===== config.mk =====
export PLATFORM = sky130hd
export DESIGN_NAME = usb_bridge_gpio_port
export DESIGN_NICKNAME = d
export VERILOG_FILES = /design/src/gpio_port_pkg.sv /design/src/pin_sync.sv /design/src/edge_pending.sv /design/src/usb_bridge_gpio_port.sv
export SDC_FILE = /design/constraint.sdc
export NUM_CORES = 1
export LEC_CHECK = 0
export BUFFER_PORTS_ARGS = -buffer_cell sky130_fd_sc_hd__buf_2
export CORE_MARGIN = 1.5
export CORE_UTILIZATION = 41
export DETAILED_ROUTE_END_ITERATION = 8
export PLACE_DENSITY = 0.76
export SLEW_MARGIN = 30
export SYNTH_ARGS = -nofsm -noshare
export SYNTH_HDL_FRONTEND = slang
export SYNTH_HIERARCHICAL = 1
export SYNTH_SLANG_ARGS = --single-unit

===== constraint.sdc =====
create_clock -name pclk -period 1.4 [get_ports pclk]
set_input_delay 0.14 -clock pclk [delete_from_list [all_inputs] [get_ports pclk]]
set_output_delay 0.14 -clock pclk [all_outputs]
set_load 0.005 [all_outputs]

===== src/gpio_port_pkg.sv =====
// Constants shared by the general-purpose port and its helpers.
// Assumes a 32-bit APB register bus and one 50 MHz clock.
package gpio_port_pkg;

  // ****************************************
  // Geometry
  // ****************************************
  localparam int unsigned PIN_COUNT = 4;
  localparam int unsigned FN_WIDTH  = 3;
  localparam int unsigned INT_PIN   = 3;

  // ****************************************
  // Register byte offsets
  // ****************************************
  localparam logic [31:0] ADDR_FUNC   = 32'h0000_0000;
  localparam logic [31:0] ADDR_DIR    = 32'h0000_0004;
  localparam logic [31:0] ADDR_OUT    = 32'h0000_0008;
  localparam logic [31:0] ADDR_IN     = 32'h0000_000c;
  localparam logic [31:0] ADDR_STATUS = 32'h0000_0010;
  localparam logic [31:0] ADDR_MASK   = 32'h0000_0014;
  localparam logic [31:0] ADDR_CFG    = 32'h0000_0018;

  // ****************************************
  // Field positions
  // ****************************************
  localparam int unsigned STAT_EDGE_BIT  = 0;
  localparam int unsigned CFG_PIPE_BIT   = 0;
  localparam int unsigned CFG_FALL_BIT   = 1;
  localparam int unsigned CFG_LOADED_BIT = 2;

  // ****************************************
  // Pin function codes
  // ****************************************
  localparam logic [2:0] FN_GPIO    = 3'h0;
  localparam logic [2:0] FN_SPI_SS  = 3'h1;
  localparam logic [2:0] FN_I2C     = 3'h2;
  localparam logic [2:0] FN_SUSPEND = 3'h3;
  localparam logic [2:0] FN_WAKEUP  = 3'h4;
  localparam logic [2:0] FN_INT     = 3'h5;

  // ****************************************
  // Configuration modes that open the pipe
  // ****************************************
  localparam logic [1:0] MODE_SETTING_ZERO = 2'h0;
  localparam logic [1:0] MODE_SETTING_ONE  = 2'h1;

  // ****************************************
  // Reset values
  // ****************************************
  localparam logic [11:0] RST_FUNC = 12'h000;
  localparam logic [3:0]  RST_DIR  = 4'h0;
  localparam logic [3:0]  RST_OUT  = 4'h0;
  localparam logic [0:0]  RST_MASK = 1'h0;
  // Unprogrammed edge selection means rising
  localparam logic        RST_FALL = 1'b0;

endpackage


===== src/pin_sync.sv =====
// Two-flop synchroniser for a group of pin inputs.
// Assumes the inputs are asynchronous to pclk.
`timescale 1ns/1ps
module pin_sync #(
  parameter int unsigned WIDTH = 4
) (
  input  wire logic             pclk,
  input  wire logic             presetn,
  input  wire logic             ce,
  input  wire logic [WIDTH-1:0] async_in,
  output logic      [WIDTH-1:0] sync_out
);

  logic [WIDTH-1:0] meta_q;
  logic [WIDTH-1:0] meta_d;
  logic [WIDTH-1:0] sync_q;
  logic [WIDTH-1:0] sync_d;

  always_comb
  begin
    meta_d = ce ? async_in : meta_q;
    sync_d = ce ? meta_q : sync_q;
  end

  always_ff @(posedge pclk or negedge presetn)
  begin
    if (!presetn)
    begin
      meta_q <= '0;
      sync_q <= '0;
    end
    else
    begin
      meta_q <= meta_d;
      sync_q <= sync_d;
    end
  end

  assign sync_out = sync_q;

endmodule


===== src/edge_pending.sv =====
// Edge detector with a sticky pending flag for the interrupt pin.
// Assumes level is already synchronised to pclk.
`timescale 1ns/1ps
module edge_pending (
  input  wire logic pclk,
  input  wire logic presetn,
  input  wire logic ce,
  input  wire logic enable,
  input  wire logic falling_sel,
  input  wire logic level,
  input  wire logic clear,
  output logic      pending
);

  logic prev_q;
  logic prev_d;
  logic pend_q;
  logic pend_d;
  logic hit;

  assign hit = enable && (falling_sel ? (prev_q && !level) : (!prev_q && level));

  always_comb
  begin
    prev_d = prev_q;
    pend_d = pend_q;
    if (ce)
    begin
      // Tracks while disabled so enabling never fakes an edge
      prev_d = level;
      if (hit)
        pend_d = 1'b1;
      else if (clear)
        pend_d = 1'b0;
    end
  end

  always_ff @(posedge pclk or negedge presetn)
  begin
    if (!presetn)
    begin
      prev_q <= 1'b0;
      pend_q <= 1'b0;
    end
    else
    begin
      prev_q <= prev_d;
      pend_q <= pend_d;
    end
  end

  assign pending = pend_q;

  // ****************************************
  // Checks
  // ****************************************
  property p_rise_sets;
    @(posedge pclk) disable iff (!presetn)
      (ce && enable && !falling_sel && !prev_q && level) |=> pend_q;
  endproperty
  a_rise_sets: assert property (p_rise_sets) else $error("rising edge lost");

  property p_fall_sets;
    @(posedge pclk) disable iff (!presetn)
      (ce && enable && falling_sel && prev_q && !level) |=> pend_q;
  endproperty
  a_fall_sets: assert property (p_fall_sets) else $error("falling edge lost");

  property p_pend_holds;
    @(posedge pclk) disable iff (!presetn)
      (pend_q && !(ce && clear)) |=> pend_q;
  endproperty
  a_pend_holds: assert property (p_pend_holds) else $error("pending dropped early");

endmodule


===== src/usb_bridge_gpio_port.sv =====
// Four-pin general-purpose port with alternate functions and
// an edge interrupt on the fourth pin, behind an APB slave.
// Assumes cfg_mode and the OTP signals come from pclk logic.
//
// Summary of operation
// - Pipe enabled only in setting zero or one
// - Each pin selects GPIO or alternate function
// - Unassigned pins behave as plain GPIO
// - Per-pin programmable direction
// - Host reads levels and writes outputs
// - Fourth pin switchable to interrupt input
// - Rising or falling edge, rising by default
// - Edge choice loaded from OTP before activity
`timescale 1ns/1ps
module usb_bridge_gpio_port (
  input  wire logic        pclk,
  input  wire logic        presetn,
  input  wire logic        ce,
  input  wire logic        psel,
  input  wire logic        penable,
  input  wire logic        pwrite,
  input  wire logic [31:0] paddr,
  input  wire logic [31:0] pwdata,
  output logic      [31:0] prdata,
  output logic             pready,
  output logic             pslverr,
  input  wire logic [1:0]  cfg_mode,
  input  wire logic        otp_valid,
  input  wire logic        otp_edge_falling,
  input  wire logic [3:0]  pin_in,
  output logic      [3:0]  pin_out,
  output logic      [3:0]  pin_oe,
  input  wire logic [3:0]  alt_out,
  input  wire logic [3:0]  alt_oe,
  output logic      [3:0]  alt_in,
  output logic      [11:0] func_sel,
  output logic             pipe_active,
  output logic             irq
);

  // ****************************************
  // Register state
  // ****************************************
  logic [11:0] func_q;
  logic [11:0] func_d;
  logic [3:0]  dir_q;
  logic [3:0]  dir_d;
  logic [3:0]  out_q;
  logic [3:0]  out_d;
  logic [0:0]  mask_q;
  logic [0:0]  mask_d;
  logic        fall_q;
  logic        fall_d;
  logic        loaded_q;
  logic        loaded_d;
  logic [31:0] rdata_q;
  logic [31:0] rdata_d;

  logic        setup;
  logic        access;
  logic        hit;
  logic        wr;
  logic        stat_clr;
  logic        pipe_en;
  logic        det_en;
  logic        edge_pend;
  logic [3:0]  level;
  logic [3:0]  pout_d;
  logic [3:0]  poe_d;
  logic [3:0]  pout_q;
  logic [3:0]  poe_q;
  logic [3:0]  alt_in_q;

  // ****************************************
  // Mode gating
  // ****************************************
  // pipe opens in two modes only
  assign pipe_en = loaded_q && ((cfg_mode == gpio_port_pkg::MODE_SETTING_ZERO) ||
                                (cfg_mode == gpio_port_pkg::MODE_SETTING_ONE));

  // ****************************************
  // APB decode
  // ****************************************
  assign setup  = psel && !penable;
  assign access = psel && penable;
  assign hit    = (paddr == gpio_port_pkg::ADDR_FUNC)   || (paddr == gpio_port_pkg::ADDR_DIR)  ||
                  (paddr == gpio_port_pkg::ADDR_OUT)    || (paddr == gpio_port_pkg::ADDR_IN)   ||
                  (paddr == gpio_port_pkg::ADDR_STATUS) || (paddr == gpio_port_pkg::ADDR_MASK) ||
                  (paddr == gpio_port_pkg::ADDR_CFG);
  // Frozen clock enable stalls the bus too
  assign pready   = ce;
  assign pslverr  = access && ce && !hit;
  assign wr       = access && ce && pwrite && hit;
  assign stat_clr = wr && (paddr == gpio_port_pkg::ADDR_STATUS) &&
                    pwdata[gpio_port_pkg::STAT_EDGE_BIT];

  always_comb
  begin
    func_d   = func_q;
    dir_d    = dir_q;
    out_d    = out_q;
    mask_d   = mask_q;
    fall_d   = fall_q;
    loaded_d = loaded_q;
    rdata_d  = rdata_q;
    if (ce)
    begin
      // edge choice taken once from OTP
      if (otp_valid && !loaded_q)
      begin
        fall_d   = otp_edge_falling;
        loaded_d = 1'b1;
      end
      if (wr)
      begin
        unique case (paddr)
          gpio_port_pkg::ADDR_FUNC: func_d = pwdata[11:0];
          gpio_port_pkg::ADDR_DIR:  dir_d  = pwdata[3:0];
          gpio_port_pkg::ADDR_OUT:  out_d  = pwdata[3:0];
          gpio_port_pkg::ADDR_MASK: mask_d = pwdata[0:0];
          default:                  ;
        endcase
      end
      // Read data loaded in setup so prdata comes from a flop
      if (setup)
      begin
        rdata_d = 32'h0000_0000;
        unique case (paddr)
          gpio_port_pkg::ADDR_FUNC:   rdata_d[11:0] = func_q;
          gpio_port_pkg::ADDR_DIR:    rdata_d[3:0]  = dir_q;
          gpio_port_pkg::ADDR_OUT:    rdata_d[3:0]  = out_q;
          gpio_port_pkg::ADDR_IN:     rdata_d[3:0]  = level;
          gpio_port_pkg::ADDR_STATUS: rdata_d[gpio_port_pkg::STAT_EDGE_BIT] = edge_pend;
          gpio_port_pkg::ADDR_MASK:   rdata_d[0:0]  = mask_q;
          gpio_port_pkg::ADDR_CFG:
          begin
            rdata_d[gpio_port_pkg::CFG_PIPE_BIT]   = pipe_en;
            rdata_d[gpio_port_pkg::CFG_FALL_BIT]   = fall_q;
            rdata_d[gpio_port_pkg::CFG_LOADED_BIT] = loaded_q;
          end
          default:                    ;
        endcase
      end
    end
  end

  always_ff @(posedge pclk or negedge presetn)
  begin
    if (!presetn)
    begin
      func_q   <= gpio_port_pkg::RST_FUNC;
      dir_q    <= gpio_port_pkg::RST_DIR;
      out_q    <= gpio_port_pkg::RST_OUT;
      mask_q   <= gpio_port_pkg::RST_MASK;
      fall_q   <= gpio_port_pkg::RST_FALL;
      loaded_q <= 1'b0;
      rdata_q  <= 32'h0000_0000;
    end
    else
    begin
      func_q   <= func_d;
      dir_q    <= dir_d;
      out_q    <= out_d;
      mask_q   <= mask_d;
      fall_q   <= fall_d;
      loaded_q <= loaded_d;
      rdata_q  <= rdata_d;
    end
  end

  assign prdata = rdata_q;

  // ****************************************
  // Pin input path
  // ****************************************
  // two flops before any logic
  pin_sync #(
    .WIDTH (gpio_port_pkg::PIN_COUNT)
  ) u_sync (
    .pclk     (pclk),
    .presetn  (presetn),
    .ce       (ce),
    .async_in (pin_in),
    .sync_out (level)
  );

  // ****************************************
  // Pin output path
  // ****************************************
  genvar gi;
  generate
    for (gi = 0; gi < gpio_port_pkg::PIN_COUNT; gi++)
    begin : g_pin
      logic [2:0] fn;
      logic       alt;
      logic       intr;
      assign fn   = func_q[gi*gpio_port_pkg::FN_WIDTH +: gpio_port_pkg::FN_WIDTH];
      // interrupt code only valid on the fourth pin
      assign intr = (gi == gpio_port_pkg::INT_PIN) && (fn == gpio_port_pkg::FN_INT);
      // unknown codes fall back to GPIO
      assign alt  = (fn == gpio_port_pkg::FN_SPI_SS) || (fn == gpio_port_pkg::FN_I2C) ||
                    (fn == gpio_port_pkg::FN_SUSPEND) || (fn == gpio_port_pkg::FN_WAKEUP);
      always_comb
      begin
        pout_d[gi] = 1'b0;
        poe_d[gi]  = 1'b0;
        if (pipe_en && !intr)
        begin
          if (alt)
          begin
            pout_d[gi] = alt_out[gi];
            poe_d[gi]  = alt_oe[gi];
          end
          else
          begin
            pout_d[gi] = out_q[gi];
            poe_d[gi]  = dir_q[gi];
          end
        end
      end
    end
  endgenerate

  always_ff @(posedge pclk or negedge presetn)
  begin
    if (!presetn)
    begin
      pout_q   <= 4'h0;
      poe_q    <= 4'h0;
      alt_in_q <= 4'h0;
    end
    else if (ce)
    begin
      pout_q   <= pout_d;
      poe_q    <= poe_d;
      alt_in_q <= pipe_en ? level : 4'h0;
    end
  end

  assign pin_out     = pout_q;
  assign pin_oe      = poe_q;
  assign alt_in      = alt_in_q;
  assign func_sel    = func_q;
  assign pipe_active = pipe_en;

  // ****************************************
  // Interrupt
  // ****************************************
  // detection armed only in interrupt mode
  assign det_en = pipe_en && (func_q[11:9] == gpio_port_pkg::FN_INT);

  edge_pending u_edge (
    .pclk        (pclk),
    .presetn     (presetn),
    .ce          (ce),
    .enable      (det_en),
    .falling_sel (fall_q),
    .level       (level[gpio_port_pkg::INT_PIN]),
    .clear       (stat_clr),
    .pending     (edge_pend)
  );

  // Level output, held until software clears the flag
  assign irq = edge_pend && mask_q[0];

  // ****************************************
  // Checks
  // ****************************************
  property p_pipe_off;
    @(posedge pclk) disable iff (!presetn)
      (ce && !pipe_en) |=> (pin_oe == 4'h0);
  endproperty
  a_pipe_off: assert property (p_pipe_off) else $error("pin driven with pipe closed");

  property p_alt_pass;
    @(posedge pclk) disable iff (!presetn)
      (ce && pipe_en && (func_q[2:0] == gpio_port_pkg::FN_I2C)) |=>
        (pin_oe[0] == $past(alt_oe[0])) && (pin_out[0] == $past(alt_out[0]));
  endproperty
  a_alt_pass: assert property (p_alt_pass) else $error("alternate function not routed");

  property p_gpio_default;
    @(posedge pclk) disable iff (!presetn)
      (ce && pipe_en && (func_q[5:3] == gpio_port_pkg::FN_GPIO)) |=>
        (pin_oe[1] == $past(dir_q[1])) && (pin_out[1] == $past(out_q[1]));
  endproperty
  a_gpio_default: assert property (p_gpio_default) else $error("default pin not GPIO");

  property p_dir_write;
    @(posedge pclk) disable iff (!presetn)
      (wr && (paddr == gpio_port_pkg::ADDR_DIR)) |=> (dir_q == $past(pwdata[3:0]));
  endproperty
  a_dir_write: assert property (p_dir_write) else $error("direction write lost");

  property p_level_read;
    @(posedge pclk) disable iff (!presetn)
      (ce && setup && (paddr == gpio_port_pkg::ADDR_IN)) |=>
        (prdata == {28'h0000000, $past(level)});
  endproperty
  a_level_read: assert property (p_level_read) else $error("pin level read wrong");

  property p_int_input;
    @(posedge pclk) disable iff (!presetn)
      (ce && det_en) |=> !pin_oe[3];
  endproperty
  a_int_input: assert property (p_int_input) else $error("interrupt pin driven");

  property p_default_rise;
    @(posedge pclk) disable iff (!presetn)
      !loaded_q |-> !fall_q;
  endproperty
  a_default_rise: assert property (p_default_rise) else $error("edge not rising by default");

  property p_otp_fixed;
    @(posedge pclk) disable iff (!presetn)
      loaded_q |=> loaded_q && $stable(fall_q);
  endproperty
  a_otp_fixed: assert property (p_otp_fixed) else $error("edge choice changed after load");

  // Both capture edges must have run, not reset or frozen
  property p_sync_delay;
    @(posedge pclk) disable iff (!presetn)
      ($past(presetn, 2) && $past(presetn) && $past(ce, 2) && $past(ce)) |->
        (level == $past(pin_in, 2));
  endproperty
  a_sync_delay: assert property (p_sync_delay) else $error("sync latency not two");

  c_edge_irq: cover property (@(posedge pclk) disable iff (!presetn) $rose(irq));
  c_clear:    cover property (@(posedge pclk) disable iff (!presetn) edge_pend ##1 !edge_pend);
  c_output:   cover property (@(posedge pclk) disable iff (!presetn) pipe_en && (pin_oe == 4'hf));
  c_slverr:   cover property (@(posedge pclk) disable iff (!presetn) pslverr);

endmodule


==> metrics.md, run 1 <==
| Metric | Value |
|---|---|
| Critical path data arrival time | 1.40 ns |
| Reg clk slew, reported paths | 0.06 ns |
| Core Region | 6794 sq um |
| Clock latency on the worst-skew pair | between 0.3 and 0.4 ns |
| Cell mode on critical path | buf_2 |
| Final setup vio count | 10 |
| Vias | between 2000 and 2500 |
| Area of the multi-input gates | 1418 sq um |
| Fin nets | 464 |
| Initial DRC count | 94 |
| Final worst path period share | 109.8% |
| Gr ovfl total | 0 |
| R2r endpoint | prdata[0] |
| Finished Cell Area | roughly 4100 sq um |
| Dominant cell type by area after synthesis | dfrtp_1 |
| Clock skew | 0.01004 ns |
| Cell Pwr Density | 936.4 nW/um^2 |
| Hold Path Sink | u_sync/meta_q[1] |
| Fmax | approximately 0.65 GHz |
| Most frequent cells in the layout | buf_2 (98), dfrtp_1 (56), buf_4 (27) |
| Unique cell type count in the Yosys netlist | 46 |
| Root Driver | clkbuf_8 |
| Cell Area, Placed | ~3600 sq um |
| Vias in the first global route | ~2400 |
| Die width | 86.87 microns |
| Status | finished, violations left |
| Worst VDD drop | 0.0007357 V |
| Critical path class | primary input to output pin |
| First-pass GRT wire length | roughly 12000 microns |
| Combinational power share | 10.6% |
| CTS buffer count | 9 |
| Worst EP required | roughly 1.3 ns |
| Gpl congestion | 0.8669 |
| Final Max Tran Viols | 0 |
| Synth area leaders | dfrtp_1 (49%), mux2_2 (8.2%), buf_4 (6.0%), mux2_4 (4.2%), mux2i_1 (2.8%) |
| Hold Crit Class | primary input to flop |
| GRT Total Usage | 20.51% |
| Post-Layout Cell Count | ~480 |
| CTS H-tree lvls | 3 |
| Detail Route Antenna Nets | 0 |
| Routed WL | 7249 microns |
| Final min period | 1.537 ns |
| Critical-path top delay cell | nor4_1 |
| Final hold violation count | 0 |
| Diode count | 0 |
| Leakage | 2.047 nW |
| R2R cell count | 5 |
| Crit path depth | 9 |
| Cell chain of the critical path | buf_2 > nor4_1 > nand2_1 > nor3_2 > buf_4 > buf_6 > nand2_4 > and4_1 > buf_2 |
| Max incr delay on CP | around 0.27 ns |
| Die H | 86.87 microns |
| Antenna violations before repair | 0 |
| Net Sw Power | 0.8929 mW |
| Area of the mapped netlist | 2884 sq um |
| Final core utilization | between 60% and 70% |
| Initial core utilization | between 40% and 50% |
| Number of synthesized flops with an enable pin | 0 |
| Fraction of layout cells with a size suffix above 1 | 53.26% |
| Fillers | 599 |
| Clock sinks | between 50 and 60 |
| Critical Path Fanout Max | 2 |
| WP buf/inv | 4 |
| Pre-CTS WS | -0.3453 ns |
| Min-delay src | pin_in[1] |
| Area Growth Syn to Fin | 41.47% |
| Power share of the sequential group | between 40% and 50% |
| Pre-Repair DR Iteration Count | 4 |
| Register area | roughly 1400 sq um |
| FFs w/ async S/R, synth | 100.0% |
| Drt via density | 4.939 |
| Delay-heaviest family, CP | simple AND/OR/NAND/NOR gates |
| DRC viols | 0 |
| Post-DR wirelength/cell | 15.13 microns |
| CTS tree | done |
| R2r setup slk | 0 ns |
| Final WS setup | -0.1370 ns |
| Max-cap viol count | 0 |
| Core Rows | 30 |
| Switch share | 23.37% |
| Hold path depth | 2 |
| Largest net degree at the start of global routing | 58 |
| Post-synth top flop | dfrtp_1 |
| Synth warn | 6 |
| Placed Cells | roughly 460 |
| # port buffers | 104 |
| Yosys top cell area share | between 40% and 50% |
| Mapped Avg Cell Area | 11.72 sq um |
| RSZ-0062 raised after global routing | true |
| Clk buf depth | 2 |
| Cells after synthesis | 246 |
| Failing checks | setup timing |
| Post-DP HPWL | approximately 5200 microns |
| Clock Power Share | 44.0% |
| Commonest non-fill, non-tap cell in the layout | buf_2 |
| Sequential fraction of the synthesis area | 49.46% |
| Critical Path Start Type | primary input |
| Ports | 146 |
| Die ar. | approximately 7500 sq um |
| WHS | 0.02479 ns |
| #FFs+latches synth | 57 |
| Int Pwr | between 2 and 3 mW |
| Launching point of the worst reg2reg path | dir_q[0] |
| CP endpoint kind | output pin |
## synthesized netlist by cell type, drive strengths merged, types with 3 or more instances
master,count
o21ai,6
nor2,7
mux2,34
o22ai,8
xnor2,3
clkbuf,5
mux2i,8
o31ai,3
buf,29
nand2,8
inv,15
nor4,8
a22o,8
dfrtp,57
mux4,3
and3,3
nand3b,3
nand3,8
nor3,4
## worst max path at each step
stage,startpoint,end,slack [ns]
2_1_floorplan,paddr[5],out_q[0],-0.16
3_3_place_gp,paddr[12],out_q[3],-0.29
3_5_place_dp,paddr[25],dir_q[2],-0.35
4_1_cts,paddr[30],pslverr,-0.15
5_1_grt,paddr[26],pslverr,-0.19
6_report,paddr[12],pslverr,-0.14
## state kept, by name, indices dropped and copies added, names as in the netlist
signal and flops:
prdata 12, alt_in 4, loaded_q 1, fall_q 1, u_sync/sync_out 4, func_sel 12, pin_out 4, out_q 4
pin_oe 4, mask_q 1, dir_q 4, u_edge/prev_q 1, u_sync/meta_q 4, u_edge/pending 1
## repair_timing
| action | 4_1_cts | 5_1_grt |
|---|---|---|
| endpoints found under the setup margin | 3 | 36 |
| buffers inserted | 2 | 1 |
| hold buffers | 1 | 0 |
| pin swaps | 7 | 7 |
| resized for setup | 20 | 14 |
| hold endpoints to repair | 57 | 0 |
## metrics by stage
step                      setup TNS, ns  power, mW
after global placement           -7.936      2.121
final                           -0.4594      3.821
after global routing            -0.9254      4.004
after floorplan                  -2.560      1.956
after CTS                       -0.4787      3.827
after detailed placement         -9.404      2.133
## per-layer routing
metal	vias to the layer above	part of all wire (%)	track usage, %
met5	-	0	0
met4	0	1.5	6.745
met3	11	7.5	6.730
met2	93	48	32.63
met1	1144	43	26.44
li1	1118	-	-
## cell type report
type	instances	share of cell area, %
flip-flops and latches	57	34.99
multi-input cells	159	34.74
repair buffers	136	20.42
clock buffers	13	4.385
well taps	96	2.944
inverters	15	1.380
clock inverters	3	1.135
## logic make-up (layout without fill, tap and decap cells)
logic type / after synthesis / count (layout) / synth area share (%)
other cells: 1 / 20 / 0.1300
flops: 57 / 57 / 49.46
xor+xnor: 3 / 3 / 0.9112
mux: 45 / 45 / 19.44
buf+inv: 49 / 167 / 9.805
simple gates: 56 / 56 / 11.41
compound gates: 35 / 35 / 8.851
## power groups by stage
stage	Sequential, mW	Combinational (mW)	Clock, mW
finish	1.73	0.406	1.68
global route	1.74	0.448	1.82
CTS	1.73	0.388	1.71
detailed placement	1.76	0.370	0
global placement	1.76	0.360	0
floorplan	1.75	0.202	0
Power figures use the tool's default switching activity.
==> run 2: changes to the inputs <==
Settings changed: ABC_AREA set to 1, CORE_UTILIZATION 41 to 51, PLACE_DENSITY 0.76 to 0.86.
Clock period 1.4 ns to 1.9 ns, I/O delays scaled along.
==> run 2 against run 1 <==
  * The run now ends clean
  * Critical path type unchanged
  * Design area decreased by 3.5%
  * Worst hold slack improved by 0.018 ns
  * Wire length is 11% higher
  * Register-to-register slack improved by 0.28 ns
  * Utilization is 5.3 points higher
  * Total power decreased by 31%
  * Sequential power shrank 27%
  * Via count is 31% higher
  * Clock skew decreased by 0.0054 ns
  * Area after synthesis up 12%
  * Clock power decreased by 34%
==> metrics.md, run 2 <==
| Metric | Value |
|---|---|
| Int Pwr | 1.981 mW (was 2.928 mW) |
| Die H | 82.62 microns (was 86.87 microns) |
| Die ar. | 6826 sq um (was 7546 sq um) |
| Post-Synth Simple-Gate Area | 38.24% (was 11.41%) |
| R2r setup slk | 0.28 ns (was 0 ns) |
| Delay-heaviest family, CP | simple AND/OR/NAND/NOR gates (unchanged) |
| Antenna violations before repair | 0 (unchanged) |
| Area Growth Syn to Fin | 21.83% (was 41.47%) |
| Fmax | about 0.6 GHz |
| Final setup vio count | 0 (was 10) |
| Final worst path period share | 88.10% |
| Core Region | 6026 sq um (was 6794 sq um) |
| Crit path depth | 10 (was 9) |
| Cell Pwr Density | 667.2 nW/um^2 (was 936.4 nW/um^2) |
| CTS H-tree lvls | 3 (unchanged) |
| Combinational power share | 9.3% (was 10.6%) |
| Clock sinks | 57 (unchanged) |
| Mapped Avg Cell Area | 7.501 sq um (was 11.72 sq um) |
| #FFs+latches synth | 57 (unchanged) |
| First-pass GRT wire length | 12780 microns (was 11760 microns) |
| Vias in the first global route | 2780 (was 2401) |
| Placed Cells | 603 (was 459) |
| Clock skew | 0.004648 ns (was 0.01004 ns) |
| Root Driver | clkbuf_8 (unchanged) |
| Reg clk slew, reported paths | 0.06 ns (about the same) |
| Critical path data arrival time | 1.48 ns (was 1.40 ns) |
| Net Sw Power | 0.6468 mW (was 0.8929 mW) |
| Initial DRC count | 211 (was 94) |
| Critical Path Fanout Max | 27 (was 2) |
| DRC viols | 0 (unchanged) |
| Synth Area in Compound Gates | 4.180% (was 8.850%) |
| RSZ-0062 raised after global routing | false (was true) |
| CP Capture Point | pslverr (unchanged) |
| First element of the critical path | paddr[31] (was paddr[12]) |
| Max incr delay on CP | 0.22 ns (was 0.27 ns) |
| Final min period | 1.674 ns |
| Fin nets | 626 (was 464) |
| Fraction of layout cells with a size suffix above 1 | 28.07% (was 53.26%) |
| Cells after synthesis | 431 (was 246) |
| Most frequent cells in the layout | nand2_1 (157), buf_2 (104), dfrtp_1 (57) (was buf_2 (98), dfrtp_1 (56), buf_4 (27)) |
| Clk buf depth | 2 (unchanged) |
| Commonest non-fill, non-tap cell in the layout | nand2_1 (was buf_2) |
| R2R cell count | 6 (was 5) |
| Xor/xnor share of the synthesized area | 1.084% (was 0.9111%) |
| R2r endpoint | pin_out[3] (was prdata[0]) |
| Dominant cell type by area after synthesis | dfrtp_1 (unchanged) |
| Worst VDD drop | 0.0005122 V (was 0.0007357 V) |
| Gpl congestion | 0.8353 (was 0.8669) |
| GRT Total Usage | 25.37% (was 20.51%) |
| Ports | 146 (unchanged) |
| Setup_tns | 0 ns (was -0.4594 ns) |
| Number of synthesized flops with an enable pin | 0 (unchanged) |
| Most frequent cells after synthesis | nand2_1 (157), dfrtp_1 (57), nor2_1 (47) (was dfrtp_1 (57), buf_4 (23), mux2_2 (21)) |
| Cell chain of the critical path | buf_2 > nor2_2 > nand2_1 > nor2_2 > nand3_4 > nor2_2 > nor2_2 > nand2_8 > nor2_1 > buf_2 (was buf_2 > nor4_1 > nand2_1 > nor3_2 > buf_4 > buf_6 > nand2_4 > and4_1 > buf_2) |
| Core Rows | 28 (was 30) |
| Sequential fraction of the synthesis area | 44.12% (was 49.46%) |
| Largest net degree at the start of global routing | 28 (was 58) |
| Drt via density | 5.002 (was 4.939) |
| Final core utilization | 65.37% (was 60.06%) |
| Launching point of the worst reg2reg path | loaded_q (was dir_q[0]) |
| Detail Route Antenna Nets | 0 (unchanged) |
| FFs w/ async S/R, synth | 100.0% (unchanged) |
| Mux cell area share after synthesis | 0.3483% (was 19.44%) |
| Routed WL | 8079 microns (was 7249 microns) |
| CTS tree | done (unchanged) |
| Area of the mapped netlist | 3233 sq um (was 2884 sq um) |
| Setup repair bufs after CTS | 0 (was 2) |
| Vias | 3101 (was 2366) |
| Final Max Tran Viols | 0 (unchanged) |
| Critical Path Start Type | primary input (unchanged) |
| CTS buffer count | 9 (unchanged) |
| Status | finished clean (was finished, violations left) |
| Die width | 82.62 microns (was 86.87 microns) |
| Synth warn | 6 (unchanged) |
| Initial core utilization | 53.65% (was 42.45%) |
| Clock Power Share | 42.3% (was 44.0%) |
| Post-DP HPWL | 6085 microns (was 5249 microns) |
| Adder-cell share of the synthesized area | 0% (unchanged) |
| Power share of the sequential group | 48.4% (was 45.4%) |
| Post-DR wirelength/cell | 13.03 microns (was 15.13 microns) |
| Gr ovfl total | 0 (unchanged) |
| Clock latency on the worst-skew pair | 0.34 ns (about the same) |
| Synth area leaders | dfrtp_1 (44%), nand2_1 (18%), buf_4 (5.6%), nor2_1 (5.5%), nand4_1 (4.5%) (was dfrtp_1 (49%), mux2_2 (8.2%), buf_4 (6.0%), mux2_4 (4.2%), mux2i_1 (2.8%)) |
| Worst EP required | 1.71 ns (was 1.26 ns) |
| Max-cap viol count | 0 (unchanged) |
| Critical-path top delay cell | nor2_2 (was nor4_1) |
| Leakage | 2.265 nW (was 2.047 nW) |
| Cell mode on critical path | nor2_2 (was buf_2) |
| # port buffers | 104 (unchanged) |
| Yosys top cell area share | 44.12% (was 49.46%) |
| Post-synth top flop | dfrtp_1 (unchanged) |
| Critical path class | primary input to output pin (unchanged) |
| Switch share | 24.61% (was 23.37%) |
| Diode count | 0 (unchanged) |
| Final hold violation count | 0 (unchanged) |
| Most common cell in the synthesized netlist | nand2_1 (was dfrtp_1) |
| Pre-Repair DR Iteration Count | 5 (was 4) |
| Post-Layout Cell Count | 620 (was 479) |
| CP endpoint kind | output pin (unchanged) |
| Unique cell type count in the Yosys netlist | 27 (was 46) |
| Largest family of logic cells by synthesized area | simple AND/OR/NAND/NOR gates (was multiplexers) |
| WP buf/inv | 2 (was 4) |
| Hold Crit Class | primary input to flop (unchanged) |
-- run 2: through the flow --
| step | total power [mW] | hold WS [ns] | setup slack (ns) | instance area, sq um |
|---|---|---|---|---|
| 3_3_place_gp | 1.526 | 0.1426 | 0.1812 | 3732 |
| 2_1_floorplan | 1.423 | -0.1056 | 0.4367 | 3304 |
| 3_5_place_dp | 1.536 | 0.1566 | 0.1121 | 3732 |
| 6_report | 2.628 | 0.04239 | 0.2261 | 3939 |
| 5_1_grt | 2.758 | 0.03780 | 0.04654 | 3939 |
| 4_1_cts | 2.655 | 0.03060 | 0.2165 | 3939 |
-- run 2: worst min-delay path, stage by stage --
cell     delay [ns]
buf_2          0.07
nand2_1        0.04
nand2_1        0.05
-- run 2: power groups by stage --
stage | Sequential (mW) | Clock, mW | Combinational, mW
final | 1.27 | 1.11 | 0.243
after global routing | 1.28 | 1.20 | 0.282
after CTS | 1.27 | 1.14 | 0.244
after detailed placement | 1.29 | 0 | 0.242
after global placement | 1.29 | 0 | 0.234
after floorplan | 1.29 | 0 | 0.133
-- run 2: logic make-up after synthesis --
group,count (synthesis)
buffers and inverters,73
AO/OA/AOI/OAI,22
multiplexers,1
XOR/XNOR,4
other,1
flip-flops,57
AND/OR/NAND/NOR,273
-- run 2: area by class of cell --
| class | count | area, sq um |
|---|---|---|
| clock buffer | 11 | 141.4 |
| timing repair buffer | 111 | 575.6 |
| tap | 75 | 93.84 |
| inverter | 41 | 153.9 |
| multi-input combinational | 320 | 1493 |
| fill | 548 | 2087 |
| clock inverter | 5 | 55.05 |
| sequential | 57 | 1426 |
-- run 2: what timing repair did --
action                    4_1_cts  5_1_grt
hold buffers                    1        0
resized for setup               0        0
hold endpoints to repair       17        0
-- run 2: routing by layer --
metal	global-route usage, %	wire [microns]	vias to the layer above
met5	0	0	-
met4	9.167	155	0
met3	7.692	578	17
met2	40.41	3810	128
met1	32.59	3535	1413
li1	-	-	1543
-- run 2: worst min path at each step --
stage	from	depth (start not counted)	endpoint	slack, ns
final	pin_in[2]	3	u_sync/meta_q[2]	0.04
after global routing	pin_in[2]	3	u_sync/meta_q[2]	0.04
after CTS	pin_in[2]	3	u_sync/meta_q[2]	0.03
after detailed placement	presetn	1	pin_out[3]	0.16
after global placement	presetn	1	pin_out[3]	0.14
after floorplan	presetn	0	alt_in[0]	-0.11
==> run 3: changes to the inputs <==
Settings changed: SKIP_CTS_REPAIR_TIMING set to 1, SYNTH_HIERARCHICAL 1 to not set.
==> run 3 against run 2 <==
  * Combinational power hardly changed
  * Count of clock-buffer cells in the layout is 1 higher
  * Maximum frequency is 0.45% higher
==> metrics.md, run 3 <==
| Metric | Value |
|---|---|
| Status | finished clean (unchanged) |
| Routed WL | 7789 microns (was 8079 microns) |
| Fmax | 0.6001 GHz (was 0.5974 GHz) |
| Number of synthesized flops with an enable pin | 0 (unchanged) |
| Pre-Repair DR Iteration Count | 4 (was 5) |
| Worst Tran Pin Value | 0.5657 ns |
| Vias | 3077 (was 3101) |
| Final setup vio count | 0 (unchanged) |
| Clk buf depth | 2 (unchanged) |
| Detail Route Antenna Nets | 0 (unchanged) |
| Root Driver | clkbuf_8 (unchanged) |
| First-pass GRT wire length | 12390 microns (was 12780 microns) |
| Max-cap viol count | 0 (unchanged) |
| Cells after synthesis | 420 (was 431) |
| Drt via density | 5.036 (was 5.002) |
| # port buffers | 104 (unchanged) |
| Unique cell type count in the Yosys netlist | 30 (was 27) |
| Die width | 81.71 microns (was 82.62 microns) |
| Clock skew | 0.004045 ns (was 0.004648 ns) |
| Final Total Pwr | 2.533 mW (was 2.628 mW) |
| Synth warn | 0 (was 6) |
| Area Growth Syn to Fin | 22.97% (was 21.83%) |
| Most frequent cells after synthesis | nand2_1 (137), dfrtp_1 (57), nor2_1 (44) (was nand2_1 (157), dfrtp_1 (57), nor2_1 (47)) |
| Synth area leaders | dfrtp_1 (45%), nand2_1 (16%), nor2_1 (5.2%), inv_1 (5.1%), buf_4 (5.0%) (was dfrtp_1 (44%), nand2_1 (18%), buf_4 (5.6%), nor2_1 (5.5%), nand4_1 (4.5%)) |
| Final min period | 1.666 ns (was 1.674 ns) |
| CP endpoint kind | output pin (unchanged) |
| FFs w/ async S/R, synth | 100.0% (unchanged) |
| Area of the mapped netlist | 3159 sq um (was 3233 sq um) |
| GRT Total Usage | 24.64% (was 25.37%) |
| Fin nets | 618 (was 626) |
| Cell Pwr Density | 651.9 nW/um^2 (was 667.2 nW/um^2) |
| Final worst path period share | 87.70% (was 88.10%) |
| Critical Path Start Type | primary input (unchanged) |
| Most common cell in the synthesized netlist | nand2_1 (unchanged) |
| Vias in the first global route | 2779 (was 2780) |
| Hold Crit Class | primary input to flop (unchanged) |
| Dominant cell type by area after synthesis | dfrtp_1 (unchanged) |
| Initial DRC count | 205 (was 211) |
| Diode count | 0 (unchanged) |
| CTS buffer count | 9 (unchanged) |
| Mapped Avg Cell Area | 7.522 sq um (was 7.501 sq um) |
| Gpl congestion | 0.9062 (was 0.8353) |
| CTS tree | done (unchanged) |
| #FFs+latches synth | 57 (unchanged) |
| Most frequent cells in the layout | nand2_1 (137), buf_2 (104), dfrtp_1 (57) (was nand2_1 (157), buf_2 (104), dfrtp_1 (57)) |
| Fraction of layout cells with a size suffix above 1 | 27.43% (was 28.07%) |
| Setup_tns | 0 ns (unchanged) |
| Post-synth top flop | dfrtp_1 (unchanged) |
| CTS H-tree lvls | 3 (unchanged) |
| Gr ovfl total | 0 (unchanged) |
| Core Rows | 28 (unchanged) |
| Clock sinks | 57 (unchanged) |
| RSZ-0062 raised after global routing | false (unchanged) |
| Critical path data arrival time | 1.48 ns (about the same) |
| Antenna violations before repair | 0 (unchanged) |
| Critical path class | primary input to output pin (unchanged) |
| Die ar. | 6676 sq um (was 6826 sq um) |
| DRC viols | 0 (unchanged) |
| Core Region | 5956 sq um (was 6026 sq um) |
| Commonest non-fill, non-tap cell in the layout | nand2_1 (unchanged) |
| Post-DR wirelength/cell | 12.75 microns (was 13.03 microns) |
| Worst relative slew slack | ~62% |
| Yosys top cell area share | 45.15% (was 44.12%) |
| Worst VDD drop | 0.0005225 V (was 0.0005122 V) |
| Largest net degree at the start of global routing | 35 (was 28) |
| Leakage | 2.240 nW (was 2.265 nW) |
| Clock latency on the worst-skew pair | 0.34 ns (about the same) |
| Die H | 81.71 microns (was 82.62 microns) |
| Ports | 146 (unchanged) |
| Final Max Tran Viols | 0 (unchanged) |
| Sequential fraction of the synthesis area | 45.15% (was 44.12%) |
| Critical Path Fanout Max | 14 (was 27) |
| Final hold violation count | 0 (unchanged) |
| Worst EP required | 1.71 ns (about the same) |
| Initial core utilization | 53.05% (was 53.65%) |
| Reg clk slew, reported paths | 0.06 ns (about the same) |
| Post-DP HPWL | 5950 microns (was 6085 microns) |
run 3: cell count changes after synthesis, moves of 3 or more:
cell     before  now
o21ai_0       6   31
nand2_1     157  137
inv_1        35   43
o31ai_1       9    2
nand3_1      22   17
inv_2         5    1
buf_4        24   21
nor2_1       47   44
run 3: power by group:
group	switching, mW	internal, mW	total [mW]
registers	0.0191	1.25	1.27
clock network	0.460	0.565	1.02
logic	0.143	0.0985	0.241
run 3: kinds of logic (layout without fill, tap and decap cells):
family                    count (synthesis)  after routing  share of synthesized area [%]
muxes                                     3              3                          1.030
DFF                                      57             57                          45.15
other                                     1             20                         0.1187
AOI/OAI and AO/OA                        40             40                          6.653
buffers and inverters                    77            174                          12.75
xor gates and xnor gates                  4              4                          1.109
and+or+nand+nor                         238            238                          33.19
run 3: final timing paths:
check | start | end | slack [ns] | cells after the start
max in group asynchronous | presetn | prdata[7] | 0.96 | 3
worst min-delay path | pin_in[0] | u_sync.meta_q[0] | 0.05 | 3
worst min register to register | u_sync.meta_q[3] | u_sync.meta_q[3] | 0.47 | 2
min in group asynchronous | presetn | pin_out[1] | 0.37 | 2
worst max register to register | func_sel[10] | pin_out[3] | 0.39 | 5
worst max-delay path | paddr[5] | pslverr | 0.23 | 12
run 3: worst max-delay path: stages:
cell	delay, ns
buf_2	0.10
inv_1	0.04
nand2_1	0.04
nor2_1	0.19
nand2_1	0.08
nor2_1	0.21
nand2_2	0.11
nand2_1	0.07
nor2_1	0.06
nand2_4	0.16
nor2_1	0.08
buf_2	0.13
run 3: per-stage QoR:
step | util, % | setup WS (ns) | cell area, sq um | instances | hold slack [ns]
6_report | 65.23 | 0.2336 | 3885 | 611 | 0.04720
5_1_grt | 65.23 | 0.07436 | 3885 | 611 | 0.06126
4_1_cts | 65.06 | 0.2165 | 3875 | 610 | -0.1527
3_5_place_dp | 62.04 | 0.1751 | 3695 | 595 | 0.2093
3_3_place_gp | 62.04 | 0.2391 | 3695 | 595 | 0.2047
2_1_floorplan | - | 0.5136 | 3231 | 439 | -0.1056
run 3: area by class of cell:
type,instances,area [sq um]
Fill cell,521,2071
Sequential cell,57,1426
Multi-Input combinational cell,305,1401
Timing Repair Buffer,115,618.1
Clock buffer,12,165.2
Inverter,44,165.2
Tap cell,75,93.84
Clock inverter,3,15.01
run 3: metal layers:
| layer | vias to the layer above | track usage (%) | wire length (microns) |
|---|---|---|---|
| li1 | 1512 | - | - |
| met1 | 1407 | 30.07 | 3210 |
| met2 | 134 | 40.25 | 3688 |
| met3 | 24 | 6.778 | 594 |
| met4 | 0 | 12.03 | 295 |
| met5 | - | 0 | 0 |
